File: config.mk
export PLATFORM = sky130hd
export DESIGN_NAME = sdcmd_decoder
export DESIGN_NICKNAME = d
export VERILOG_FILES = /design/src/sdcmd_pkg.sv /design/src/sdcmd_rcw_decode.sv /design/src/sdcmd_bank_track.sv /design/src/sdcmd_decoder.sv
export VERILOG_INCLUDE_DIRS = /design/src
export SDC_FILE = /design/constraint.sdc
export NUM_CORES = 1
export LEC_CHECK = 0
export ABC_AREA = 1
export ABC_CLOCK_PERIOD_IN_PS = 1930
export BUFFER_PORTS_ARGS = -buffer_cell sky130_fd_sc_hd__buf_2
export CAP_MARGIN = 10
export CORE_MARGIN = 4
export CORE_UTILIZATION = 55
export DETAILED_ROUTE_END_ITERATION = 7
export HOLD_SLACK_MARGIN = 0.08
export PLACE_DENSITY_LB_ADDON = 0.2
export SYNTH_ARGS = -nofsm -noshare
export SYNTH_HDL_FRONTEND = slang
export SYNTH_SLANG_ARGS = --single-unit
File: constraint.sdc
create_clock -name clk -period 1.93 [get_ports clk]
set_clock_uncertainty 0.1 [all_clocks]
set_input_delay 0.193 -clock clk [delete_from_list [all_inputs] [get_ports clk]]
set_output_delay 0.193 -clock clk [all_outputs]
set_load 0.03 [all_outputs]
File: src/sdcmd_regs.svh
// constants of the command and clock-enable decoder
`ifndef SDCMD_REGS_SVH
`define SDCMD_REGS_SVH

// ----------------------------------------------------------------------
// address organisation defaults
// ----------------------------------------------------------------------
`define SDCMD_BA_W      3
`define SDCMD_A_W       15
`define SDCMD_MR_SEL_W  2

// ----------------------------------------------------------------------
// address bit positions
// ----------------------------------------------------------------------
`define SDCMD_A10       10
`define SDCMD_A12       12

// ----------------------------------------------------------------------
// ras/cas/we patterns with cs low
// ----------------------------------------------------------------------
`define SDCMD_RCW_MRS   3'h0
`define SDCMD_RCW_REF   3'h1
`define SDCMD_RCW_PRE   3'h2
`define SDCMD_RCW_ACT   3'h3
`define SDCMD_RCW_WR    3'h4
`define SDCMD_RCW_RD    3'h5
`define SDCMD_RCW_ZQ    3'h6
`define SDCMD_RCW_NOP   3'h7

// ----------------------------------------------------------------------
// timing counts in clock cycles
// ----------------------------------------------------------------------
`define SDCMD_CNT_W     8
`define SDCMD_BL8_CYC   8'h04
`define SDCMD_BC4_CYC   8'h02
`define SDCMD_TRP_CYC   8'h0B
`define SDCMD_TRFC_CYC  8'h40
`define SDCMD_TXP_CYC   8'h03

`endif

File: src/sdcmd_pkg.sv
// types shared by the command and clock-enable decoder
`include "sdcmd_regs.svh"
package sdcmd_pkg;
	// decoded command classes
	typedef enum logic [3:0] {
		cmd_des = 4'b0000,
		cmd_nop = 4'b0001,
		cmd_mrs = 4'b0010,
		cmd_ref = 4'b0011,
		cmd_pre = 4'b0100,
		cmd_act = 4'b0101,
		cmd_wr  = 4'b0110,
		cmd_rd  = 4'b0111,
		cmd_zq  = 4'b1000
	} sdcmd_cmd_e;

	// power states of the device
	typedef enum logic [2:0] {
		pst_normal = 3'b000,
		pst_act_pd = 3'b001,
		pst_pre_pd = 3'b010,
		pst_pd     = 3'b011,
		pst_self   = 3'b100
	} sdcmd_pstate_e;

	// control pins sampled each rising edge
	typedef struct packed {
		logic cs_n;
		logic ras_n;
		logic cas_n;
		logic we_n;
		logic cke;
		logic odt;
	} sdcmd_pins_s;

	// registered decode result
	typedef struct packed {
		logic       valid;
		sdcmd_cmd_e cmd;
		logic       auto_close;
		logic       chop4;
		logic       zq_long;
		logic       pre_all;
	} sdcmd_dec_s;
endpackage : sdcmd_pkg

File: src/sdcmd_rcw_decode.sv
// ras/cas/we pattern to command class
`timescale 1ns/100ps
`default_nettype none
`include "sdcmd_regs.svh"
module sdcmd_rcw_decode (
	// command strobes
	input  wire logic              cs_n,
	input  wire logic              ras_n,
	input  wire logic              cas_n,
	input  wire logic              we_n,
	// class
	output sdcmd_pkg::sdcmd_cmd_e  cmd
);
	wire [2:0] rcw = {ras_n, cas_n, we_n};

	// deselect overrides every other strobe
	assign cmd = cs_n                   ? sdcmd_pkg::cmd_des :
	             (rcw == `SDCMD_RCW_MRS) ? sdcmd_pkg::cmd_mrs :
	             (rcw == `SDCMD_RCW_REF) ? sdcmd_pkg::cmd_ref :
	             (rcw == `SDCMD_RCW_PRE) ? sdcmd_pkg::cmd_pre :
	             (rcw == `SDCMD_RCW_ACT) ? sdcmd_pkg::cmd_act :
	             (rcw == `SDCMD_RCW_WR)  ? sdcmd_pkg::cmd_wr  :
	             (rcw == `SDCMD_RCW_RD)  ? sdcmd_pkg::cmd_rd  :
	             (rcw == `SDCMD_RCW_ZQ)  ? sdcmd_pkg::cmd_zq  :
	                                       sdcmd_pkg::cmd_nop;
endmodule : sdcmd_rcw_decode
`default_nettype wire

File: src/sdcmd_bank_track.sv
// open-row tracking for every bank
`timescale 1ns/100ps
`default_nettype none
module sdcmd_bank_track #(
	parameter int BA_W = 3
) (
	// clock and reset
	input  wire logic              clk,
	input  wire logic              rst_n,
	// bank events
	input  wire logic              open_ev,
	input  wire logic              close_ev,
	input  wire logic              close_all,
	input  wire logic [BA_W-1:0]   bank,
	// state
	output logic [(1<<BA_W)-1:0]   open_reg
);
	genvar g;
	// one flop per bank; close-all ignores the bank address
	generate
		for (g = 0; g < (1 << BA_W); g++) begin : g_bank
			wire hit = (bank == BA_W'(g));
			always_ff @(posedge clk or negedge rst_n) begin
				if (!rst_n) begin
					open_reg[g] <= 1'b0;
				end else if (close_all | (close_ev & hit)) begin
					open_reg[g] <= 1'b0;
				end else if (open_ev & hit) begin
					open_reg[g] <= 1'b1;
				end
			end
		end
	endgenerate
endmodule : sdcmd_bank_track
`default_nettype wire

File: src/sdcmd_decoder.sv
// command and clock-enable decoder top
// ----------------------------------------------------------------------
// ----------------------------------------------------------------------
`timescale 1ns/100ps
`default_nettype none
`include "sdcmd_regs.svh"
module sdcmd_decoder #(
	parameter int BA_W = `SDCMD_BA_W,
	parameter int A_W  = `SDCMD_A_W
) (
	// clock and reset
	input  wire logic                   clk,
	input  wire logic                   rst_n,
	// command pins
	input  wire sdcmd_pkg::sdcmd_pins_s pins,
	input  wire logic [BA_W-1:0]        ba,
	input  wire logic [A_W-1:0]         addr,
	// burst selection by a12 allowed
	input  wire logic                   otf_en,
	// decoded command
	output sdcmd_pkg::sdcmd_dec_s       dec_reg,
	output logic [BA_W-1:0]             bank_reg,
	output logic [A_W-1:0]              addr_reg,
	// mode register write
	output logic                        mr_write_reg,
	output logic [`SDCMD_MR_SEL_W-1:0]  mr_sel_reg,
	output logic [A_W-1:0]              mr_op_reg,
	// calibration kind
	output logic                        zq_init_reg,
	// power and status
	output sdcmd_pkg::sdcmd_pstate_e    pstate_reg,
	output logic                        refresh_en_reg,
	output logic                        busy_reg,
	output logic                        idle_reg,
	output logic [(1<<BA_W)-1:0]        open_reg
);
	// ------------------------------------------------------------------
	// sampled pins and command class
	// ------------------------------------------------------------------
	sdcmd_pkg::sdcmd_cmd_e cmd_raw;
	logic                  cke_prev_reg;
	logic                  zq_done_reg;
	logic [7:0]            burst_cnt_reg;
	logic [7:0]            prech_cnt_reg;
	logic [7:0]            ref_cnt_reg;
	logic [7:0]            exit_cnt_reg;
	logic [7:0]            burst_len;
	sdcmd_pkg::sdcmd_pstate_e state_next;
	sdcmd_pkg::sdcmd_pstate_e pd_kind;

	// odt is not wired into the decoder on purpose
	sdcmd_rcw_decode u_rcw (
		.cs_n  (pins.cs_n),
		.ras_n (pins.ras_n),
		.cas_n (pins.cas_n),
		.we_n  (pins.we_n),
		.cmd   (cmd_raw)
	);

	// ------------------------------------------------------------------
	// command qualification
	// ------------------------------------------------------------------
	// commands count only with cke high on both edges in normal state
	wire cke_hold = cke_prev_reg & pins.cke;
	wire in_norm  = (pstate_reg == sdcmd_pkg::pst_normal);
	wire sel      = cke_hold & in_norm & ~pins.cs_n;
	wire nop_des  = pins.cs_n | (cmd_raw == sdcmd_pkg::cmd_nop);
	wire take     = sel & ~nop_des;
	wire is_rd    = take & (cmd_raw == sdcmd_pkg::cmd_rd);
	wire is_wr    = take & (cmd_raw == sdcmd_pkg::cmd_wr);
	wire is_rw    = is_rd | is_wr;
	wire is_mrs   = take & (cmd_raw == sdcmd_pkg::cmd_mrs);
	wire is_ref   = take & (cmd_raw == sdcmd_pkg::cmd_ref);
	wire is_pre   = take & (cmd_raw == sdcmd_pkg::cmd_pre);
	wire is_act   = take & (cmd_raw == sdcmd_pkg::cmd_act);
	wire is_zq    = take & (cmd_raw == sdcmd_pkg::cmd_zq);
	wire a10      = addr[`SDCMD_A10];
	// without on-the-fly selection the burst is always eight (BL8)
	wire chop4    = otf_en & ~addr[`SDCMD_A12];
	wire zq_long  = is_zq & a10;
	wire auto_cl  = is_rw & a10;
	wire pre_all  = is_pre & a10;

	// ------------------------------------------------------------------
	// activity timers
	// ------------------------------------------------------------------
	assign burst_len = chop4 ? `SDCMD_BC4_CYC : `SDCMD_BL8_CYC;
	wire burst_busy = (burst_cnt_reg != 8'h00);
	wire prech_busy = (prech_cnt_reg != 8'h00);
	wire ref_busy   = (ref_cnt_reg != 8'h00);
	wire exit_busy  = (exit_cnt_reg != 8'h00);
	wire no_open    = (open_reg == '0);
	wire all_idle   = no_open & ~burst_busy & ~prech_busy & ~ref_busy & ~exit_busy;

	// ------------------------------------------------------------------
	// cke transitions against the state before this edge
	// ------------------------------------------------------------------
	wire cke_fall = cke_prev_reg & ~pins.cke;
	wire cke_rise = ~cke_prev_reg & pins.cke;
	wire sre_go   = in_norm & cke_fall & ~pins.cs_n & (cmd_raw == sdcmd_pkg::cmd_ref) & all_idle;
	wire pde_go   = in_norm & cke_fall & nop_des;
	wire exit_go  = ~in_norm & cke_rise & nop_des;

	// open banks win, then data or precharge work, then idle/refresh
	assign pd_kind = ~no_open ? sdcmd_pkg::pst_act_pd :
	                 (burst_busy | prech_busy) ? sdcmd_pkg::pst_pd :
	                 sdcmd_pkg::pst_pre_pd;

	// next power state
	always_comb begin
		state_next = pstate_reg;
		case (pstate_reg)
			sdcmd_pkg::pst_normal: begin
				if (sre_go) begin
					state_next = sdcmd_pkg::pst_self;
				end else if (pde_go) begin
					state_next = pd_kind;
				end
			end
			sdcmd_pkg::pst_act_pd,
			sdcmd_pkg::pst_pre_pd,
			sdcmd_pkg::pst_pd,
			sdcmd_pkg::pst_self: begin
				// cke low holds; only a rising cke with a nop or deselect exits
				if (exit_go) begin
					state_next = sdcmd_pkg::pst_normal;
				end
			end
			default: begin
				state_next = sdcmd_pkg::pst_normal;
			end
		endcase
	end

	// ------------------------------------------------------------------
	// bank tracking
	// ------------------------------------------------------------------
	sdcmd_bank_track #(
		.BA_W (BA_W)
	) u_banks (
		.clk       (clk),
		.rst_n     (rst_n),
		.open_ev   (is_act),
		.close_ev  (is_pre | auto_cl),
		.close_all (pre_all),
		.bank      (ba),
		.open_reg  (open_reg)
	);

	// ------------------------------------------------------------------
	// state, cke history and timers
	// ------------------------------------------------------------------
	// reset pin acts only asynchronously
	always_ff @(posedge clk or negedge rst_n) begin
		if (!rst_n) begin
			pstate_reg   <= sdcmd_pkg::pst_normal;
			cke_prev_reg <= 1'b0;
		end else begin
			pstate_reg   <= state_next;
			cke_prev_reg <= pins.cke;
		end
	end

	// burst counter: only a new read or write can reload it before it runs out
	always_ff @(posedge clk or negedge rst_n) begin
		if (!rst_n) begin
			burst_cnt_reg <= 8'h00;
		end else if (is_rw) begin
			burst_cnt_reg <= burst_len;
		end else if (burst_busy) begin
			burst_cnt_reg <= burst_cnt_reg - 8'h01;
		end
	end

	// precharge timer; auto close waits for the burst to end first
	always_ff @(posedge clk or negedge rst_n) begin
		if (!rst_n) begin
			prech_cnt_reg <= 8'h00;
		end else if (auto_cl) begin
			prech_cnt_reg <= 8'(burst_len + `SDCMD_TRP_CYC);
		end else if (is_pre) begin
			prech_cnt_reg <= `SDCMD_TRP_CYC;
		end else if (prech_busy) begin
			prech_cnt_reg <= prech_cnt_reg - 8'h01;
		end
	end

	// refresh and power-down exit timers
	always_ff @(posedge clk or negedge rst_n) begin
		if (!rst_n) begin
			ref_cnt_reg  <= 8'h00;
			exit_cnt_reg <= 8'h00;
		end else begin
			ref_cnt_reg  <= is_ref ? `SDCMD_TRFC_CYC : (ref_busy ? ref_cnt_reg - 8'h01 : 8'h00);
			exit_cnt_reg <= exit_go ? `SDCMD_TXP_CYC : (exit_busy ? exit_cnt_reg - 8'h01 : 8'h00);
		end
	end

	// ------------------------------------------------------------------
	// registered outputs
	// ------------------------------------------------------------------
	// decode result stands one cycle per registered command
	always_ff @(posedge clk or negedge rst_n) begin
		if (!rst_n) begin
			dec_reg  <= '0;
			bank_reg <= '0;
			addr_reg <= '0;
		end else begin
			dec_reg.valid      <= take;
			dec_reg.cmd        <= take ? cmd_raw : sdcmd_pkg::cmd_nop;
			dec_reg.auto_close <= auto_cl;
			dec_reg.chop4      <= is_rw & chop4;
			dec_reg.zq_long    <= zq_long;
			dec_reg.pre_all    <= pre_all;
			bank_reg           <= take ? ba : '0;
			addr_reg           <= take ? addr : '0;
		end
	end

	// mode register write; only the low bank bits pick one of four
	always_ff @(posedge clk or negedge rst_n) begin
		if (!rst_n) begin
			mr_write_reg <= 1'b0;
			mr_sel_reg   <= '0;
			mr_op_reg    <= '0;
		end else begin
			mr_write_reg <= is_mrs;
			if (is_mrs) begin
				mr_sel_reg <= ba[`SDCMD_MR_SEL_W-1:0];
				mr_op_reg  <= addr;
			end
		end
	end

	// first long calibration after reset is the initial one
	always_ff @(posedge clk or negedge rst_n) begin
		if (!rst_n) begin
			zq_done_reg <= 1'b0;
			zq_init_reg <= 1'b0;
		end else begin
			zq_init_reg <= zq_long & ~zq_done_reg;
			if (zq_long) begin
				zq_done_reg <= 1'b1;
			end
		end
	end

	// refresh enable follows the next state so it matches pstate_reg
	always_ff @(posedge clk or negedge rst_n) begin
		if (!rst_n) begin
			refresh_en_reg <= 1'b0;
			busy_reg       <= 1'b0;
			idle_reg       <= 1'b0;
		end else begin
			refresh_en_reg <= (state_next == sdcmd_pkg::pst_normal) |
			                  (state_next == sdcmd_pkg::pst_self);
			busy_reg       <= is_rw | (burst_cnt_reg > 8'h01);
			idle_reg       <= in_norm & pins.cke & all_idle & ~take;
		end
	end
endmodule : sdcmd_decoder
`default_nettype wire

After elaboration in Yosys (flattened, before gate mapping)
Cells that the tools add are included.
{ "word_totals": {"out_inout_bits": 60, "register_bits": 94, "input_bits": 27, "elab_cells": 200} }
{ "classes": {"addsub": 5, "n_mux": 43, "reduce_logical": 20, "n_eq_ne": 26, "bitwise_logic": 75, "n_lt_le_gt_ge": 1} }
{ "ops": {"columns": ["op", "count"], "rows": [
  ["$mux 8", 9],
  ["$and 1x1->1", 49],
  ["$mux 4", 9],
  ["$reduce_bool 8->1", 4],
  ["$sub 8x1->8 const B", 4],
  ["$eq 3x3->1 const B", 9],
  ["$eq 3x2->1 const B", 6],
  ["$reduce_bool 2->1", 9],
  ["$mux 1", 17],
  ["$eq 4x3->1 const B", 4],
  ["$mux 15", 1],
  ["$mux 3", 5],
  ["$or 1x1->1", 14],
  ["$logic_not 3->1", 4],
  ["$not 1->1", 12],
  ["$eq 3x1->1 const B", 3],
  ["$eq 4x2->1 const B", 2],
  ["$gt 8x1->1 const B", 1],
  ["$logic_not 8->1", 1],
  ["$pmux 3 s2", 1],
  ["$add 3x4->5 const B", 1],
  ["$eq 4x1->1 const B", 1],
  ["$eq 4x4->1 const B", 1],
  ["$reduce_or 4->1", 1],
  ["other kinds (2)", 2]
]} }

Logic depth before layout (Yosys ltp)
{ "logic_depth": {"ltp_word": 20, "mapped_depth": 10, "depth_no_buf": 10} }

Cells and area by module
From an unflattened synthesis, not the netlist that was laid out.
{ "unflattened": {"cells_unflattened": 482, "hier_area_um2": 4337.9} }
{ "by_module_without_submodules": {"columns": ["module", "area_per_inst_um2", "n_inst", "seq_area_each_um2", "cells_per_inst"], "rows": [
  ["sdcmd_decoder", 3806.2, 1, 2152.1, 406],
  ["sdcmd_bank_track", 494.2, 1, 200.2, 66],
  ["sdcmd_rcw_decode", 37.5, 1, 0.0, 10]
]} }

Worst setup path before layout
Ideal clock, no wire load.
{ "synth_path": {"kind": "register to register", "start": "register pstate_reg[0]", "end": "register mr_sel_reg[1]", "setup_slack_ns": 0.241, "setup_ns": 0.121, "path_stages_with_launch": 10, "arrival_time_ns": 1.467, "path_buffers": 1, "period_less_slack_ns": 1.689, "required_ns": 1.709, "path_cell_list": "dfrtp_1 nor2_4 nand3_4 nor2_8 nand2_4 inv_2 nand3_4 buf_6 nand2_2 o21ai_2"} }
{ "synth_between": {"elab_chain_cells": 5} }
{ "synth_lines": {"columns": ["item", "line_no", "source"], "rows": [
  ["start, declared", "sdcmd_decoder.sv:31", "output sdcmd_pkg::sdcmd_pstate_e pstate_reg,"],
  ["start signal, assigned", "sdcmd_decoder.sv:156", "pstate_reg <= sdcmd_pkg::pst_normal;"],
  ["start signal, assigned", "sdcmd_decoder.sv:159", "pstate_reg <= state_next;"],
  ["$logic_not 3->1", "sdcmd_decoder.sv:65", "wire in_norm = (pstate_reg == sdcmd_pkg::pst_normal);"],
  ["$and 1x1->1 (2 in a row)", "sdcmd_decoder.sv:66", "wire sel = cke_hold & in_norm & ~pins.cs_n;"],
  ["$and 1x1->1", "sdcmd_decoder.sv:68", "wire take = sel & ~nop_des;"],
  ["net take", "sdcmd_decoder.sv:68", null],
  ["$and 1x1->1", "sdcmd_decoder.sv:72", "wire is_mrs = take & (cmd_raw == sdcmd_pkg::cmd_mrs);"],
  ["end signal, assigned", "sdcmd_decoder.sv:229", "mr_sel_reg <= ba[`SDCMD_MR_SEL_W-1:0];"],
  ["end, declared", "sdcmd_decoder.sv:26", "output logic [`SDCMD_MR_SEL_W-1:0] mr_sel_reg,"]
]} }
The timed path passes the listed nets, and every way through them passes these cells.
A chain may end at the register's enable or synchronous reset.

Worst setup path in the final report
{ "layout_path": {"start": "input port pins[3] (netlist name)", "end": "register u_banks.open_reg[1]"} }
{ "layout_between": {"elab_chain_cells": 20, "word_cells_on_any_way": 36, "cone_classes": "11 x eq/ne; 9 x mux; 14 x bitwise; 2 x reduce/logical"} }
{ "layout_lines": {"columns": ["item", "line_no", "source"], "rows": [
  ["start, declared", "sdcmd_decoder.sv:15", "input wire sdcmd_pkg::sdcmd_pins_s pins,"],
  ["$eq 3x3->1 (no source line)", null, null],
  ["$mux 4", "sdcmd_rcw_decode.sv:24", "(rcw == `SDCMD_RCW_ZQ) ? sdcmd_pkg::cmd_zq :"],
  ["$mux 4", "sdcmd_rcw_decode.sv:23", "(rcw == `SDCMD_RCW_RD) ? sdcmd_pkg::cmd_rd :"],
  ["$mux 4", "sdcmd_rcw_decode.sv:22", "(rcw == `SDCMD_RCW_WR) ? sdcmd_pkg::cmd_wr :"],
  ["$mux 4", "sdcmd_rcw_decode.sv:21", "(rcw == `SDCMD_RCW_ACT) ? sdcmd_pkg::cmd_act :"],
  ["$mux 4", "sdcmd_rcw_decode.sv:20", "(rcw == `SDCMD_RCW_PRE) ? sdcmd_pkg::cmd_pre :"],
  ["$mux 4", "sdcmd_rcw_decode.sv:19", "(rcw == `SDCMD_RCW_REF) ? sdcmd_pkg::cmd_ref :"],
  ["$mux 4 *", "sdcmd_rcw_decode.sv:18", "(rcw == `SDCMD_RCW_MRS) ? sdcmd_pkg::cmd_mrs :"],
  ["[5 not listed]", null, null],
  ["net take", "sdcmd_decoder.sv:68", null],
  ["$and 1x1->1, on equally long branches", "sdcmd_decoder.sv:69, sdcmd_decoder.sv:70", null],
  ["$or 1x1->1", "sdcmd_decoder.sv:71", "wire is_rw = is_rd | is_wr;"],
  ["$and 1x1->1", "sdcmd_decoder.sv:81", "wire auto_cl = is_rw & a10;"],
  ["$or 1x1->1", "sdcmd_decoder.sv:144", ".close_ev (is_pre | auto_cl),"],
  ["$and 1x1->1", "sdcmd_bank_track.sv:26", "end else if (close_all | (close_ev & hit)) begin"],
  ["$or 1x1->1", "sdcmd_bank_track.sv:26", null],
  ["$mux 1 or $reduce_bool 2->1 (tied branches)", null, null],
  ["end signal, assigned by index", "sdcmd_bank_track.sv:25", "open_reg[g] <= 1'b0;"],
  ["end signal, assigned by index", "sdcmd_bank_track.sv:27", "open_reg[g] <= 1'b0;"],
  ["end signal, assigned by index", "sdcmd_bank_track.sv:29", "open_reg[g] <= 1'b1;"],
  ["end, declared", "sdcmd_bank_track.sv:16", "output logic [(1<<BA_W)-1:0] open_reg"]
]} }
Mark *: on every way through the listed nets, which the timed path passes. The rest lies on a longest branch.

==> impl_metrics.ini <==
[setup_path]
crit_type = in -> reg
r2r_setup_slack_ns = 0.15
r2r-end = idle_reg$_DFF_PN0_
cp.required_ns = 2.12
cp_max_fo = 9
crit_path_end_kind = flip-flop
start_kind = input pin
cp.arrival_ns = 1.98
r2r_start = prech_cnt_reg[0]$_DFFE_PN0P_
ff2ff_path_depth = 6

[pwr]
ir_worst_vdd_mv = 0.6614
leakagePower_nw = 3.075
power.density_nw_per_um2 = 1133

[detailed_routing]
drtIter0Drc = 140
wl_per_cell_um = 12.52
wirelength_um = 8886
drt_pass1_iterations = 4
num_vias = 3493
final_antenna_net_count = 0
avgViaCountPerCell = 4.920
drc = 0

[logic_synthesis]
ys_seq_elements = 94
synth-adder-area-share_pct = 1.994
synth_cell_type_count = 36
synth_xor_area_share_pct = 3.389
synth_seq_area_share_pct = 53.55
synth_top_area_share_pct = 53.55
synth_top_family_by_area = simple AND/OR/NAND/NOR gates
synth_compound_area_share_pct = 5.525
muxShareOfSynthArea_pct = 0
syn_nets = 519
ys_warn_count = 0
yosysTopAreaCell = dfrtp_1
synth_area_um2 = 4393
synthSimpleGateAreaFrac_pct = 25.95
yosys_most_used_dff = dfrtp_1
avgSynthCellArea_um2 = 9.058
syn_inst = 485
synth_edf_count = 0
async_reset_ff_share_pct = 100.0
netlist_top_cells_area = dfrtp_1 54%, inv_1 7.9%, nand2_1 6.8%, nor2_1 5.6%, o21ai_2 3.4%

[timing]
rsz0062_at_grt = false
slew_headroom_pct = 62.67
slew_viol_final = 0
max_freq_mhz = 557.6
tightestPinTransition_ns = 0.5600
fin_hold_ws_ns = 0.1130
min_period_ns = 1.793
finalSetupViolCount = 0
final.period_utilization_pct = 92.92
hold_viol_final = 0
tns_ns = 0

[cells_and_area]
syn2layout_area_growth_pct = 22.81
final_area_um2 = 5395
utilization_pct = 69.82
antenna_cells = 0
nNetsFinal = 637
drive_gt1_share_pct = 27.80

[status]
outcome = complete, no violations

[global_route]
antenna_found_initial = 0
grt_max_degree = 44
grt_pass1_vias = 3418
overflow = 0
grt_pass1_wl_um = 15530
grtUsageTotal_pct = 20.00

[placed_design]
post_dp_cell_area_um2 = 4969
dp_hpwl_um = 6580
io_buffers = 85
gp_congestion = 0.8899

[cts]
cts_setup_buffers = 0
cts.sinks = 94
htree_levels = 3
numCtsBuffers = 9
clk_pin_slew_worst_paths_ns = 0.09
cts_tree = built
clk-insertion-delay-late_ns = 0.36
cts_buffer_depth = 2
clockRootBuffer = clkbuf_8

[hold_path]
hold_end = bank_reg[2]$_DFF_PN0_
min_path_cells = 3
hold_path.class = in -> reg
hp-start = ba[2]

[run]
maxCapViolCount = 0

[die]
dieArea_um2 = 9481
core.rowCount = 32
coreArea_um2 = 7727
die_w_um = 97.37
die_y_um = 97.37
start_util_pct = 56.85
ios = 87
-- cells in the final DEF (no fill, tap or decap), types with 3 or more instances in the layout --
cell type / instances
a21oi_1: 4
buf_2: 84
buf_4: 7
clkbuf_8: 10
dfrtp_1: 94
dlygate4sd3_1: 21
ha_1: 7
inv_1: 91
inv_2: 4
nand2_1: 79
nand2_2: 18
nand2_4: 3
nand3_1: 23
nand3_4: 3
nand4_1: 10
nor2_1: 65
nor2_2: 4
nor3_1: 13
o21ai_0: 9
o21ai_2: 17
or2_2: 3
xnor2_1: 4
xor2_1: 13
-- cell type report --
cell class,count,area (um^2)
Clock buffer,10,137.6
Clock inverter,6,68.82
Tap cell,102,127.6
Sequential cell,94,2352
Inverter,95,356.6
Fill cell,613,2332
Timing Repair Buffer,114,723.2
Multi-Input combinational cell,289,1629
-- stage by stage --
stage | instances | setup slack [ns] | power [W]
finish | 710 | 0.1367 | 0.006112
global route | 710 | 0.0001661 | 0.006580
CTS | 710 | 0.05922 | 0.006158
detailed placement | 673 | 0.1863 | 0.004781
global placement | 673 | 0.2293 | 0.004680
floorplan | 485 | 0.2415 | 0.004245
-- where the power goes --
part	switching, W	leakage, nW	total (W)	internal, W
Clock	0.000690	0.103	0.00133	0.000643
Sequential	0.000293	1.19	0.00273	0.00244
Combinational	0.00128	1.79	0.00205	0.000771
-- what timing repair did --
| action | 4_1_cts | 5_1_grt |
|---|---|---|
| setup endpoints to repair | 0 | 3 |
| hold buffers | 21 | 0 |
| endpoints found under the hold margin | 77 | 0 |
| gates resized for setup | 0 | 3 |
-- layer usage --
| metal | wire, um | track usage [%] | share of wire [%] |
|---|---|---|---|
| met5 | 0 | 0 | 0 |
| met4 | 250 | 8.307 | 2.8 |
| met3 | 459 | 4.666 | 5.2 |
| met2 | 4297 | 32.31 | 48 |
| met1 | 3878 | 25.99 | 44 |
-- Yosys cell counts (4+ instances only) --
library cell  count
nand3_1          23
nand4_1          10
nor2_1           66
inv_1            92
a21oi_1           4
xnor2_1           4
o21ai_2          17
nor3_1           13
buf_6             4
ha_1              7
dfrtp_1          94
nand2_2          18
o21ai_0           9
xor2_1           13
nand2_1          79
-- how the worst max path moves through the flow --
stage                                             from                              end  slack [ns]
after CTS                                      pins[5]     burst_cnt_reg[2]$_DFFE_PN0P_        0.06
after floorplan                pstate_reg[0]$_DFF_PN0_        mr_sel_reg[1]$_DFFE_PN0P_        0.24
after global placement         pstate_reg[0]$_DFF_PN0_     burst_cnt_reg[2]$_DFFE_PN0P_        0.23
final                                          pins[3]  u_banks.open_reg[1]$_DFFE_PN0P_        0.14
after detailed placement  prech_cnt_reg[0]$_DFFE_PN0P_               idle_reg$_DFF_PN0_        0.19
after global routing      prech_cnt_reg[0]$_DFFE_PN0P_               idle_reg$_DFF_PN0_      0.0002
-- logic make-up after synthesis --
family,count (synthesis)
xor+xnor,17
compound gates,34
simple gates,231
flops,94
buf+inv,102
fa+ha+maj,7
-- worst max-delay path, stage by stage --
cell,delay [ns]
dlygate4sd3_1,0.54
buf_2,0.16
nand3_1,0.12
nand2_2,0.12
nor2_8,0.21
inv_2,0.14
nor2_4,0.22
nand2_1,0.08
nand2_1,0.06
inv_1,0.03
nor2_1,0.10
No activity file was read; power rests on OpenSTA's default activity.
